`config.mk`:
```
export PLATFORM = sky130hd
export DESIGN_NAME = interval_timer_window_ctrl
export DESIGN_NICKNAME = d
export VERILOG_FILES = /design/src/design/itimer_pkg.sv /design/src/design/interval_timer_window_ctrl.sv /design/src/design/timer_divider.sv
export SDC_FILE = /design/constraint.sdc
export NUM_CORES = 1
export LEC_CHECK = 0
export BUFFER_PORTS_ARGS = -buffer_cell sky130_fd_sc_hd__buf_2
export CORE_MARGIN = 2
export CORE_UTILIZATION = 50
export CTS_CLUSTER_SIZE = 40
export DETAILED_ROUTE_END_ITERATION = 7
export PLACE_DENSITY_LB_ADDON = 0.05
export SYNTH_ARGS = -nofsm -noshare
export SYNTH_HDL_FRONTEND = slang
export SYNTH_SLANG_ARGS = --single-unit
```
`constraint.sdc`:
```
create_clock -name ref_clk -period 2.65 [get_ports ref_clk]
set_input_delay 0.1325 -clock ref_clk [delete_from_list [all_inputs] [get_ports ref_clk]]
set_output_delay 0.1325 -clock ref_clk [all_outputs]
set_load 0.02 [all_outputs]
```
`src/design/itimer_pkg.sv`:
```
`default_nettype none
package itimer_pkg;
   // -----------------------------------------------------------------
   // register offsets
   // -----------------------------------------------------------------
   localparam logic [7:0] OFS_DIV_LOW = 8'h3c;
   localparam logic [7:0] OFS_CTRL_HIGH = 8'h3d;
   localparam logic [7:0] OFS_WINDOW = 8'h3e;
   localparam logic [7:0] OFS_SOFT_SYNC = 8'h3f;
   localparam logic [7:0] OFS_IRQ_STATUS = 8'h40;
   localparam logic [7:0] OFS_IRQ_MASK = 8'h41;

   // -----------------------------------------------------------------
   // field positions
   // -----------------------------------------------------------------
   localparam int CTRL_RUN_BIT = 7;
   localparam int CTRL_SRC_LSB = 5;
   localparam int CTRL_DIVHI_LSB = 0;
   localparam int WIN_HSF_BIT = 4;
   localparam int WIN_LARGE_BIT = 3;
   localparam int WIN_ATTR_LSB = 1;
   localparam int WIN_DOT_BIT = 0;
   localparam int IRQ_TIMER_BIT = 0;
   localparam int IRQ_TXSYNC_BIT = 1;

   // -----------------------------------------------------------------
   // reset values
   // -----------------------------------------------------------------
   localparam logic [7:0] RST_DIV_LOW = 8'h00;
   localparam logic [7:0] RST_CTRL_HIGH = 8'h00;
   localparam logic [7:0] RST_WINDOW = 8'h00;
   localparam logic [1:0] RST_IRQ_MASK = 2'h0;

   // -----------------------------------------------------------------
   // widths, encodings and timing
   // -----------------------------------------------------------------
   localparam int DIVISOR_WIDTH = 10;
   localparam int MASTER_CLK_KHZ = 14318;
   localparam int PRESCALE_DIV = 143;
   localparam logic [7:0] PRESCALE_LAST = 8'(PRESCALE_DIV - 1);
   localparam logic [6:0] WIN_LINES_NORMAL = 7'h20;
   localparam logic [6:0] WIN_LINES_LARGE = 7'h40;

   typedef enum logic [1:0] {
      SRC_MASTER = 2'h0,
      SRC_100K = 2'h1,
      SRC_LINE = 2'h2,
      SRC_PIN = 2'h3
   } timer_src_t;

   typedef enum logic [1:0] {
      SYNC_LINE5 = 2'h0,
      SYNC_CLICK = 2'h1,
      SYNC_RX_DETECT = 2'h2,
      SYNC_SOFT = 2'h3
   } tx_sync_src_t;
endpackage
`default_nettype wire

```
`src/design/interval_timer_window_ctrl.sv`:
```
// Function
// the divisor is ten bits and the timer interrupts at source rate over divisor plus one.
// the divisor low byte is write-only, the upper bits and control byte read back.
// a two-bit source select picks the clock that feeds the timer divider.
// the 100 kHz source is the crystal clock divided by 143, about 100.126 kHz.
// the timer counts while the run bit is one and halts while it is zero.
// colon dot bit zero shows the upper dot of the rightmost colon, one hides it.
// a two-bit attribute picks window colours, upper bit one puts live video behind.
// the size bit picks a 32-line normal or a 64-line large window.
// with the head-switch filter on, the clamp ignores the last lines before front porch.
// a soft-sync write stores nothing and fires one sync when soft sync is selected.
// sync select codes 0..3 pick line 5 start, click rise, rx detect, soft write.
// the master clock from which the 100 kHz source is divided runs at 14.318 MHz.
// the running timer counts ticks, pulses each divisor plus one, and reloads.
//
// The strobed register port was decided locally.
`default_nettype none
module interval_timer_window_ctrl
#(
   parameter int DIV_WIDTH = 10
)
(
   input wire logic ref_clk,
   input wire logic reset_n,
   input wire logic clkEn,
   input wire logic [7:0] regAddr,
   input wire logic [7:0] regWrData,
   input wire logic regWrite,
   input wire logic regRead,
   output logic [7:0] regRdData,
   input wire logic masterTick,
   input wire logic lineTick,
   input wire logic timerClkPin,
   input wire logic [1:0] txSyncSourceSelect,
   input wire logic line5Start,
   input wire logic clickPin,
   input wire logic rxSyncDetect,
   input wire logic filterZone,
   output logic txSync,
   output logic timerIrqPulse,
   output logic colonDotOff,
   output logic [1:0] windowColorAttr,
   output logic videoBackground,
   output logic windowLargeSelect,
   output logic [6:0] windowLines,
   output logic headSwitchFilterEn,
   output logic clampRespond,
   output logic irq
);

   // -----------------------------------------------------------------
   // elaboration check
   // -----------------------------------------------------------------
   // the register map only has room for a ten-bit divisor
   if (DIV_WIDTH != itimer_pkg::DIVISOR_WIDTH)
   begin : gWidthCheck
      $error("interval_timer_window_ctrl: DIV_WIDTH must be 10");
   end

   // -----------------------------------------------------------------
   // state
   // -----------------------------------------------------------------
   typedef struct packed {
      logic [7:0] divLow;
      logic [1:0] divHigh;
      logic run;
      logic [1:0] srcSel;
      logic colonDotOff;
      logic [1:0] colorAttr;
      logic windowLarge;
      logic head_switch_filter_en;
      logic [1:0] pinS1;
      logic [1:0] pinS2;
      logic [1:0] pinS3;
      logic [1:0] pinLevel;
      logic [7:0] prescale;
      logic tick100k;
      logic txSync;
      logic [1:0] irqStatus;
      logic [1:0] irqMask;
      logic [7:0] rdData;
   } ctl_state_t;

   ctl_state_t st_r;
   ctl_state_t st_nxt;

   logic [DIV_WIDTH-1:0] timerDivisor;
   logic srcTick;
   logic timerPulse;
   logic [1:0] pinRise;
   logic [1:0] pinRaw;
   logic wrDivLow;
   logic wrCtrl;
   logic wrWindow;
   logic wrSoft;
   logic wrStatus;
   logic wrMask;
   logic syncEvent;

   // -----------------------------------------------------------------
   // address decode
   // -----------------------------------------------------------------
   // one decode serves both the write strobes and the read mux
   function automatic logic hit(input logic [7:0] a, input logic [7:0] ofs);
      hit = (a == ofs);
   endfunction

   assign wrDivLow = regWrite && hit(regAddr, itimer_pkg::OFS_DIV_LOW);
   assign wrCtrl = regWrite && hit(regAddr, itimer_pkg::OFS_CTRL_HIGH);
   assign wrWindow = regWrite && hit(regAddr, itimer_pkg::OFS_WINDOW);
   assign wrSoft = regWrite && hit(regAddr, itimer_pkg::OFS_SOFT_SYNC);
   assign wrStatus = regWrite && hit(regAddr, itimer_pkg::OFS_IRQ_STATUS);
   assign wrMask = regWrite && hit(regAddr, itimer_pkg::OFS_IRQ_MASK);

   // -----------------------------------------------------------------
   // pin edges
   // -----------------------------------------------------------------
   // a rise counts only from the agreed level, never from the first stage
   assign pinRaw = {clickPin, timerClkPin};

   for (genvar i = 0; i < 2; i++)
   begin : gPinEdge
      assign pinRise[i] = (st_r.pinS2[i] == st_r.pinS3[i]) &&
                          st_r.pinS2[i] && !st_r.pinLevel[i];
   end

   // -----------------------------------------------------------------
   // timer source select
   // -----------------------------------------------------------------
   always_comb
   begin
      unique case (itimer_pkg::timer_src_t'(st_r.srcSel))
         itimer_pkg::SRC_MASTER: srcTick = masterTick;
         itimer_pkg::SRC_100K: srcTick = st_r.tick100k;
         itimer_pkg::SRC_LINE: srcTick = lineTick;
         itimer_pkg::SRC_PIN: srcTick = pinRise[0];
      endcase
   end

   // -----------------------------------------------------------------
   // transmit sync source select
   // -----------------------------------------------------------------
   // changing the select while the transmitter is enabled can fire a
   // stray sync; that is the far side's job to avoid
   always_comb
   begin
      unique case (itimer_pkg::tx_sync_src_t'(txSyncSourceSelect))
         itimer_pkg::SYNC_LINE5: syncEvent = line5Start;
         itimer_pkg::SYNC_CLICK: syncEvent = pinRise[1];
         itimer_pkg::SYNC_RX_DETECT: syncEvent = rxSyncDetect;
         itimer_pkg::SYNC_SOFT: syncEvent = wrSoft;
      endcase
   end

   assign timerDivisor = {st_r.divHigh, st_r.divLow};

   // -----------------------------------------------------------------
   // next state
   // -----------------------------------------------------------------
   always_comb
   begin
      st_nxt = st_r;

      // three-stage pin synchroniser and agreed level
      st_nxt.pinS1 = pinRaw;
      st_nxt.pinS2 = st_r.pinS1;
      st_nxt.pinS3 = st_r.pinS2;
      for (int i = 0; i < 2; i++)
      begin
         if (st_r.pinS2[i] == st_r.pinS3[i])
         begin
            st_nxt.pinLevel[i] = st_r.pinS2[i];
         end
      end

      // 14.318 MHz master ticks divided by 143 give the 100 kHz source
      st_nxt.tick100k = 1'b0;
      if (masterTick)
      begin
         if (st_r.prescale == itimer_pkg::PRESCALE_LAST)
         begin
            st_nxt.prescale = 8'h00;
            st_nxt.tick100k = 1'b1;
         end
         else
         begin
            st_nxt.prescale = st_r.prescale + 8'h01;
         end
      end

      // register writes; the new divisor is picked up at next reload
      if (wrDivLow)
      begin
         st_nxt.divLow = regWrData;
      end
      if (wrCtrl)
      begin
         st_nxt.run = regWrData[itimer_pkg::CTRL_RUN_BIT];
         st_nxt.srcSel = regWrData[itimer_pkg::CTRL_SRC_LSB +: 2];
         st_nxt.divHigh = regWrData[itimer_pkg::CTRL_DIVHI_LSB +: 2];
      end
      if (wrWindow)
      begin
         st_nxt.colonDotOff = regWrData[itimer_pkg::WIN_DOT_BIT];
         st_nxt.colorAttr = regWrData[itimer_pkg::WIN_ATTR_LSB +: 2];
         st_nxt.windowLarge = regWrData[itimer_pkg::WIN_LARGE_BIT];
         st_nxt.head_switch_filter_en = regWrData[itimer_pkg::WIN_HSF_BIT];
      end
      if (wrMask)
      begin
         st_nxt.irqMask = regWrData[1:0];
      end

      // sync pulse: the soft-sync address itself holds no data
      st_nxt.txSync = syncEvent;

      // sticky status: write one clears, a same-cycle event wins
      if (wrStatus)
      begin
         st_nxt.irqStatus = st_r.irqStatus & ~regWrData[1:0];
      end
      if (timerPulse)
      begin
         st_nxt.irqStatus[itimer_pkg::IRQ_TIMER_BIT] = 1'b1;
      end
      if (st_r.txSync)
      begin
         st_nxt.irqStatus[itimer_pkg::IRQ_TXSYNC_BIT] = 1'b1;
      end

      // read data stands only in the cycle after the strobe
      st_nxt.rdData = 8'h00;
      if (regRead)
      begin
         if (hit(regAddr, itimer_pkg::OFS_CTRL_HIGH))
         begin
            st_nxt.rdData = {st_r.run, st_r.srcSel, 3'h0, st_r.divHigh};
         end
         else if (hit(regAddr, itimer_pkg::OFS_WINDOW))
         begin
            st_nxt.rdData = {3'h0, st_r.head_switch_filter_en, st_r.windowLarge,
                             st_r.colorAttr, st_r.colonDotOff};
         end
         else if (hit(regAddr, itimer_pkg::OFS_IRQ_STATUS))
         begin
            st_nxt.rdData = {6'h00, st_r.irqStatus};
         end
         else if (hit(regAddr, itimer_pkg::OFS_IRQ_MASK))
         begin
            st_nxt.rdData = {6'h00, st_r.irqMask};
         end
      end
   end

   // -----------------------------------------------------------------
   // state register
   // -----------------------------------------------------------------
   // synchronous reset; clock enable low freezes everything
   always_ff @(posedge ref_clk)
   begin
      if (!reset_n)
      begin
         st_r <= '0;
         st_r.divLow <= itimer_pkg::RST_DIV_LOW;
         st_r.run <= itimer_pkg::RST_CTRL_HIGH[itimer_pkg::CTRL_RUN_BIT];
         st_r.colonDotOff <= itimer_pkg::RST_WINDOW[itimer_pkg::WIN_DOT_BIT];
         st_r.irqMask <= itimer_pkg::RST_IRQ_MASK;
      end
      else if (clkEn)
      begin
         st_r <= st_nxt;
      end
   end

   // -----------------------------------------------------------------
   // interval counter
   // -----------------------------------------------------------------
   timer_divider #(
      .DIV_WIDTH(DIV_WIDTH)
   ) uDivider (
      .refClk(ref_clk),
      .reset_n(reset_n),
      .clkEn(clkEn),
      .run(st_r.run),
      .srcTick(srcTick),
      .timerDivisor(timerDivisor),
      .timerPulse(timerPulse)
   );

   // -----------------------------------------------------------------
   // outputs
   // -----------------------------------------------------------------
   assign regRdData = st_r.rdData;
   assign txSync = st_r.txSync;
   assign timerIrqPulse = timerPulse;
   assign colonDotOff = st_r.colonDotOff;
   assign windowColorAttr = st_r.colorAttr;
   assign videoBackground = st_r.colorAttr[1];
   assign windowLargeSelect = st_r.windowLarge;
   assign windowLines = st_r.windowLarge ? itimer_pkg::WIN_LINES_LARGE :
                        itimer_pkg::WIN_LINES_NORMAL;
   assign headSwitchFilterEn = st_r.head_switch_filter_en;
   // clamp masked only inside the zone and only with the filter on
   assign clampRespond = !(st_r.head_switch_filter_en && filterZone);
   // level interrupt from registered status and mask
   assign irq = |(st_r.irqStatus & st_r.irqMask);

endmodule
`default_nettype wire

```
`src/design/timer_divider.sv`:
```
`default_nettype none
module timer_divider
#(
   parameter int DIV_WIDTH = 10
)
(
   input wire logic refClk,
   input wire logic reset_n,
   input wire logic clkEn,
   input wire logic run,
   input wire logic srcTick,
   input wire logic [DIV_WIDTH-1:0] timerDivisor,
   output logic timerPulse
);

   // -----------------------------------------------------------------
   // elaboration check
   // -----------------------------------------------------------------
   if (DIV_WIDTH < 1 || DIV_WIDTH > 16)
   begin : gWidthCheck
      $error("timer_divider: DIV_WIDTH out of range");
   end

   typedef struct packed {
      logic [DIV_WIDTH-1:0] count;
      logic pulse;
   } div_state_t;

   div_state_t st_r;
   div_state_t st_nxt;

   // -----------------------------------------------------------------
   // down counter with automatic reload
   // -----------------------------------------------------------------
   // stopped timer keeps reloading so a new divisor is ready at start
   always_comb
   begin
      st_nxt = st_r;
      st_nxt.pulse = 1'b0;
      if (!run)
      begin
         st_nxt.count = timerDivisor;
      end
      else if (srcTick)
      begin
         if (st_r.count == '0)
         begin
            st_nxt.pulse = 1'b1;
            st_nxt.count = timerDivisor;
         end
         else
         begin
            st_nxt.count = st_r.count - 1'b1;
         end
      end
   end

   // state register, frozen while the clock enable is low
   always_ff @(posedge refClk)
   begin
      if (!reset_n)
      begin
         st_r <= '0;
      end
      else if (clkEn)
      begin
         st_r <= st_nxt;
      end
   end

   assign timerPulse = st_r.pulse;

endmodule
`default_nettype wire

```
==> out/qor.csv, run 1 <==
metric;value;unit
Nets;409;
drt drc;0;
DIE AREA;6680;sq um
Min-Delay Path Class;in -> reg;
CTS tree;yes;
area growth from synthesis to layout;12.0;%
Post-Syn Instances;341;
main area contributors after synthesis;dfxtp_1, mux2i_1, nor2b_1;
Initial Utilization;0.513;
sum of buffers and inverters on the critical path;1;
Seq/Total Area, Yosys;0.391;
unrepaired setup endpoints after global routing;false;
Antenna Nets Post-Route;0;
reg-to-reg slack, setup;0.64;ns
Die Wd;81.7;um
Clock Tree Root;clkbuf_8;
Worst Path Class, Setup;reg -> reg;
commonest register cell after synthesis;dfxtp_1;
count of different cell masters after synthesis;57;
FP Rows;28;
fillcell total;543;
Worst Path Max Fanout;6;
Num CTS Buffers;9;
Synth area leader;dfxtp_1;
Final Critical Period;2.01;ns
Sum Neg Setup Slack;0;ns
Post-synth ARST share;0;
initial DRC count;121;
most instantiated cells after synthesis;dfxtp_1, nor2_1, mux2i_1, nor2b_1, nand2_1;
actual slew at the worst max-slew pin;0.776;ns
FMAX;499;MHz
drt first pass iters;4;
CP Cell Sequence;inv_1 -> ha_1 -> or4b_4 -> or2_4 -> o21a_1 -> a21oi_1 -> o22ai_1;
synthesized cell area;3020;sq um
largest net degree at the start of global routing;34;
DR vias/cell;5.39;
PwrDens;550;nW/um^2
first-pass GRT wire length;10100;um
register bit total from synthesis;59;
CTS H-tree lvls;3;
Avg Inst Size Synth;8.86;sq um
clock net sink count;59;
Post-Route WL;6460;um
DPL Wire Length;4610;um
Ant. Diodes;0;
arrival time worst endpoint;2.23;ns
Post-synth EDFFs;0;
crit start category;register;
grt total ovfl;0;
critical path capture point type;register;
# resized after CTS;0;
vias in the first global route;2173;
Leak;1.40;nW
Yosys top cell area share;0.391;
I/O Buffers;49;
family with the most delay on the worst path;simple AND/OR/NAND/NOR gates;
clk slew on worst S/H paths;0.07;ns
routed len/inst;14.2;um
IO Pins;55;
Post-CTS Setup Bufs;0;
via count;2446;
Max VDD drop;0.438;mV
WP data required;2.87;ns
count leader, synth;dfxtp_1;
Core ar.;5890;sq um
max-slew violations;0;
DP Worst Slack;0.660;ns
gpl congestion;0.814;
setup violators final;0;
CP max stage delay;0.53;ns
Fin. Hold Viols;0;
WHS;0.0401;ns
Clock Tree Buf Depth;2;
YS warnings;0;
gr usage total;0.201;
Final WS setup;0.645;ns
Critical Path Slowest Stage Cell;or4b_4;
skew final;0.0133;ns
# hold bufs at CTS;0;
Die Ht;81.7;um
relative slew slack;0.478;
max-cap violations;0;
clock latency on the worst-skew pair;0.33;ns
status;finished, final reports clean;
initial antenna violation count;0;
layout cell share with drive strength beyond 1;0.201;
ratio of final minimum period to clock period;0.757;
[final cells by class]
cell class              instances  area (sq um)  area share
multi-input cells             239          1590       0.469
flip-flops and latches         59          1180       0.349
repair buffers                 52           268      0.0792
clock buffers                  12           155      0.0459
well taps                      75          93.8      0.0277
clock inverters                 4          48.8      0.0144
inverters                      13          48.8      0.0144
[worst paths after layout]
kind                      endpoint  cells past startpoint        startpoint
setup / recovery  uDivider.st_r[6]                      7  uDivider.st_r[1]
hold / removal          st_nxt[27]                      3          clickPin
setup reg to reg  uDivider.st_r[6]                      7  uDivider.st_r[1]
hold reg to reg       regRdData[0]                      2      regRdData[0]
[sequential cells by signal, summed over array words and instances (netlist names)]
| register | cells |
|---|---|
| windowLargeSelect | 1 |
| txSync | 1 |
| headSwitchFilterEn | 1 |
| colonDotOff | 1 |
| uDivider.st_r | 10 |
| windowColorAttr | 2 |
| regRdData | 8 |
| st_r | 30 |
| uDivider.timerPulse | 1 |
| st_nxt | 4 |
[cells in the final DEF (no fill, tap or decap), drive strengths merged, types with 6 or more instances in the layout]
cell type,n
xor2,7
dfxtp,59
a21oi,14
clkbuf,12
nand3,10
a31oi,6
nand4,6
nand2,17
o21ai,13
mux2i,31
inv,13
nor2b,23
nor2,32
nand2b,11
buf,52
[tightest hold or removal path: stages]
cell,delay [ns]
buf_2,0.07
mux2i_1,0.05
nor2_1,0.07
[power by group]
part           leakage, nW  switching, mW  internal (mW)
Sequential           0.477        0.00961          0.896
Combinational        0.813         0.0758         0.0503
Clock                0.106          0.345          0.484
[cell families (layout without fill, tap and decap cells)]
logic type,after synthesis,after routing,synth area share
and+or+nand+nor,129,129,0.236
AOI/OAI and AO/OA,60,60,0.133
DFF,59,59,0.391
buffers and inverters,47,81,0.0887
muxes,32,32,0.106
xor gates and xnor gates,8,8,0.0232
adders and majority gates,5,5,0.0207
other,1,5,0.00124
[metal layers]
metal,routed length (um),up-vias,global-route usage
met5,0,-,0
li1,-,1238,-
met3,372,6,0.0659
met4,51,0,0.0567
met2,2900,72,0.319
met1,3140,1130,0.261
[stage by stage]
step	std cells	cell area [sq um]	util	power, mW
CTS	454	3380	0.575	1.88
floorplan	345	3040	-	1.01
global placement	438	3180	0.540	1.05
global route	454	3380	0.575	1.94
finish	454	3380	0.575	1.86
detailed placement	438	3180	0.540	1.05
Power figures use the tool's default switching activity.
==> run 2, diff against run 1 <==
==> constraint.sdc (replaced) <==
create_clock -name ref_clk -period 1.8 [get_ports ref_clk]
set_input_delay 0.09 -clock ref_clk [delete_from_list [all_inputs] [get_ports ref_clk]]
set_output_delay 0.09 -clock ref_clk [all_outputs]
set_load 0.02 [all_outputs]
==> out/qor.csv, run 2 (synthesis results as in run 1) <==
metric;value;unit
status;complete, but fails checks;
failing checks;negative setup slack;
crit start category;register;
unrepaired setup endpoints after global routing;true;
Worst Path Max Fanout;5;
Max VDD drop;0.543;mV
skew final;0.00784;ns
routed len/inst;14.5;um
max FFs per register;30;
Final Critical Period;1.85;ns
drt drc;0;
DR vias/cell;5.32;
Core ar.;5890;sq um
Nets;429;
commonest non-fill, non-tap cell in the layout;dfxtp_1;
clk slew on worst S/H paths;0.07;ns
final instance area;3530;sq um
Worst Path Class, Setup;reg -> reg;
area growth from synthesis to layout;17.0;%
FP Rows;28;
grt total ovfl;0;
initial DRC count;72;
Antenna Nets Post-Route;0;
Core Util, Final;0.600;
CP max stage delay;0.50;ns
max-slew violations;0;
vias in the first global route;2281;
drt first pass iters;4;
clock latency on the worst-skew pair;0.34;ns
Clock Tree Buf Depth;2;
via count;2521;
WP data required;2.02;ns
CTS H-tree lvls;3;
DIE AREA;6680;sq um
CP Cell Sequence;inv_2 -> ha_4 -> or4b_4 -> or2_4 -> o21a_4 -> a21oi_2 -> o22ai_1;
filler-free cell count of the finished design;474;
fillcell total;551;
I/O Buffers;49;
Initial Utilization;0.513;
layout cell share with drive strength beyond 1;0.266;
gr usage total;0.211;
FMAX;541;MHz
DPL Wire Length;4870;um
setup violators final;4;
critical path capture point type;register;
Pwr Total;2.55;mW
CTS tree;yes;
Clock Tree Root;clkbuf_8;
PwrDens;722;nW/um^2
Post-Route WL;6870;um
arrival time worst endpoint;2.07;ns
Ant. Diodes;0;
clock net sink count;59;
Sum Neg Setup Slack;-0.101;ns
Placed Area;3330;sq um
Critical Path Slowest Stage Cell;or4b_4;
initial antenna violation count;0;
Final WS setup;-0.0485;ns
DP Cell Count;456;
gpl congestion;0.894;
Reg with most FFs;st_r;
Die Ht;81.7;um
Fin. Hold Viols;0;
Min-Delay Path Class;in -> reg;
Die Wd;81.7;um
ratio of final minimum period to clock period;1.03;
Num CTS Buffers;9;
Leak;1.48;nW
IO Pins;55;
largest net degree at the start of global routing;21;
first-pass GRT wire length;10700;um
most frequent cells in the layout;dfxtp_1, buf_2, nor2_1;
max-cap violations;0;
-- run 2: power by group --
group / leakage (nW) / internal (mW) / switching [mW]
clock: 0.0856 / 0.486 / 0.529
combinational: 0.917 / 0.0826 / 0.118
sequential: 0.478 / 1.32 / 0.0138
-- run 2: stage by stage --
step	hold WS, ns	setup WS [ns]
floorplan	0.229	-0.0559
global placement	0.329	-0.0439
detailed placement	0.358	-0.0636
CTS	0.00913	-0.0424
global route	0.0106	-0.103
finish	0.00413	-0.0485
-- run 2: layout make-up --
| class | instances | area [sq um] | share of cell area |
|---|---|---|---|
| inverters | 13 | 48.8 | 0.0138 |
| clock buffers | 10 | 128 | 0.0361 |
| well taps | 75 | 93.8 | 0.0266 |
| flip-flops and latches | 59 | 1180 | 0.335 |
| multi-input cells | 239 | 1630 | 0.461 |
| repair buffers | 72 | 418 | 0.118 |
| clock inverters | 6 | 32.5 | 0.00921 |
-- run 2: per-layer routing --
layer  GRT usage  share of wire
met5           0              0
met1       0.282           0.49
met3      0.0703          0.046
met2       0.309           0.45
met4      0.0917          0.014
-- run 2: worst paths after layout --
check	start	to	slack, ns	cells after the start
setup / recovery	uDivider.st_r[2]	uDivider.st_r[6]	-0.05	7
hold / removal	clickPin	st_nxt[27]	0.004	3
hold reg to reg	regRdData[1]	regRdData[1]	0.46	2
setup reg to reg	uDivider.st_r[2]	uDivider.st_r[6]	-0.05	7
-- run 2: repair_timing --
| item | 4_1_cts | 5_1_grt |
|---|---|---|
| resized for setup | 3 | 3 |
| setup buffers | 1 | 1 |
| endpoints found under the hold margin | 0 | 0 |
| pin swaps | 2 | 3 |
| hold buffers | 0 | 0 |
| endpoints found under the setup margin | 4 | 8 |
-- run 2: critical path, delay by kind of cell, from the launching register on --
family	cells	cell delay [ns]
and+or+nand+nor	2	0.78
DFF	1	0.34
adders and majority gates	1	0.13
buffers and inverters	1	0.07
AOI/OAI and AO/OA	3	0.44
==> run 3, diff against run 2 <==
--- a/config.mk
+++ b/config.mk
@@ -5,6 +5,7 @@
 export SDC_FILE = /design/constraint.sdc
 export NUM_CORES = 1
 export LEC_CHECK = 0
+export ABC_AREA = 1
 export BUFFER_PORTS_ARGS = -buffer_cell sky130_fd_sc_hd__buf_2
 export CORE_MARGIN = 2
 export CORE_UTILIZATION = 50
==> out/qor.csv, run 3 <==
metric;value;unit
count of different cell masters after synthesis;41;
CP max stage delay;0.32;ns
Sum Neg Setup Slack;0;ns
max FFs per register;30;
YS warnings;0;
Reg with most FFs;st_r;
most used cell, CP;nand2_1;
clock latency on the worst-skew pair;0.33;ns
skew final;0.00492;ns
Die Ht;80.8;um
Avg Inst Size Synth;7.22;sq um
Post-synth ARST share;0;
Seq/Total Area, Yosys;0.401;
drt first pass iters;4;
drt drc;0;
PwrDens;873;nW/um^2
Final WS setup;0.189;ns
count leader, synth;nand2_1;
CP Cell Sequence;inv_2 -> ha_1 -> nand2_1 -> nor2_4 -> nand3_2 -> nand2_4 -> inv_4 -> or2_1 -> nand2_1 -> a21oi_1;
Leak;1.47;nW
routed len/inst;12.6;um
DP Cell Count;512;
initial DRC count;136;
ratio of final minimum period to clock period;0.895;
register bit total from synthesis;59;
most instantiated cells after synthesis;nand2_1, dfxtp_1, o21ai_0, a21oi_1, nor2_1;
DPL Wire Length;5020;um
Yosys top cell area share;0.401;
commonest non-fill, non-tap cell in the layout;nand2_1;
Reg2Reg Depth;10;
Worst Path Max Fanout;10;
Min-Delay Path Class;in -> reg;
FMAX;621;MHz
Post-CTS Setup Bufs;0;
Critical Path Slowest Stage Cell;dfxtp_1;
WHS;0.0121;ns
actual slew at the worst max-slew pin;0.576;ns
Post-synth EDFFs;0;
vias in the first global route;2453;
layout cell share with drive strength beyond 1;0.216;
DR vias/cell;5.04;
synthesized cell area;2950;sq um
relative slew slack;0.614;
setup violators final;0;
fillcell total;571;
Core ar.;5610;sq um
most frequent cells in the layout;nand2_1, dfxtp_1, buf_2;
grt total ovfl;0;
Fin. Hold Viols;0;
critical path capture point type;register;
CTS H-tree lvls;3;
commonest register cell after synthesis;dfxtp_1;
initial antenna violation count;0;
IO Pins;55;
area growth from synthesis to layout;15.6;%
hold path cells;3;
family with the most delay on the worst path;simple AND/OR/NAND/NOR gates;
gpl congestion;0.903;
DP Worst Slack;0.144;ns
sum of buffers and inverters on the critical path;2;
Synth area leader;dfxtp_1;
first-pass GRT wire length;11400;um
Clock Tree Buf Depth;2;
gr usage total;0.229;
filler-free cell count of the finished design;530;
Pwr Total;2.98;mW
DIE AREA;6520;sq um
max-slew violations;0;
arrival time worst endpoint;1.84;ns
status;finished, final reports clean;
register area;1180;sq um
Antenna Nets Post-Route;0;
Post-Route WL;6680;um
area of the multi-input gates;1440;sq um
via count;2670;
Max VDD drop;0.905;mV
Post-Syn Instances;408;
WP depth;10;
I/O Buffers;49;
FP Rows;27;
main area contributors after synthesis;dfxtp_1, nand2_1, o21ai_0;
Worst Path Class, Setup;reg -> reg;
max-cap violations;0;
CTS tree;yes;
clock net sink count;59;
Ant. Diodes;0;
Clock Tree Root;clkbuf_8;
Die Wd;80.8;um
clk slew on worst S/H paths;0.06;ns
crit start category;register;
Num CTS Buffers;9;
WP data required;2.03;ns
Final Critical Period;1.61;ns
Nets;488;
Initial Utilization;0.525;
unrepaired setup endpoints after global routing;false;
largest net degree at the start of global routing;20;
run 3: changes by cell type in the layout (fill, tap and decap cells not counted), sizes merged, moves of 23 or more:
| cell | before | now |
|---|---|---|
| nor2b | 23 | 0 |
| a21oi | 14 | 46 |
| inv | 13 | 43 |
| nand2 | 17 | 76 |
| o21ai | 13 | 51 |
| mux2i | 31 | 0 |
run 3: worst paths after layout:
path	startpoint	to	slack [ns]
worst min-delay path	regWrData[4]	st_r[44]	0.01
worst max register to register	uDivider.st_r[1]	uDivider.st_r[5]	0.19
worst min register to register	st_r[23]	st_r[23]	0.46
worst max-delay path	uDivider.st_r[1]	uDivider.st_r[5]	0.19
run 3: cells by family (layout without fill, tap and decap cells):
kind of cell               after synthesis  after routing  share of synthesized area
AOI/OAI and AO/OA                      103            103                      0.182
buffers and inverters                   69            115                      0.114
and+or+nand+nor                        169            169                      0.275
adders and majority gates                5              5                     0.0212
xor gates and xnor gates                 2              2                    0.00595
other                                    1              5                    0.00127
DFF                                     59             59                      0.401
run 3: through the flow:
stage / util / cell area, sq um
finish: 0.608 / 3410
CTS: 0.608 / 3410
global route: 0.608 / 3410
floorplan: - / 2960
global placement: 0.564 / 3160
detailed placement: 0.564 / 3160
run 3: tightest hold or removal path: cells and delay by family:
kind / cells / cell delay [ns]
buffers and inverters: 1 / 0.09
and+or+nand+nor: 2 / 0.13
run 3: what timing repair did:
action,4_1_cts,5_1_grt
hold buffers,2,0
endpoints found under the hold margin,2,0
resized for setup,0,1
setup endpoints to repair,0,3
run 3: power by group:
group | switching [mW] | total, mW | internal (mW)
Clock | 0.511 | 1.36 | 0.847
Sequential | 0.0186 | 1.35 | 1.33
Combinational | 0.173 | 0.266 | 0.0930
Total | 0.702 | 2.98 | 2.27
run 3: metal layers:
layer,vias up,track usage,routed length (um)
met3,6,0.0689,348
met5,-,0,0
li1,1418,-,-
met4,0,0.0678,67
met1,1186,0.296,3300
met2,60,0.372,2960
run 3: layout make-up:
type                       instances  area share
timing repair buffer              55      0.0867
inverter                          44      0.0499
clock inverter                     5      0.0220
clock buffer                      11      0.0444
multi-input combinational        284       0.424
sequential                        59       0.347
tap                               72      0.0264
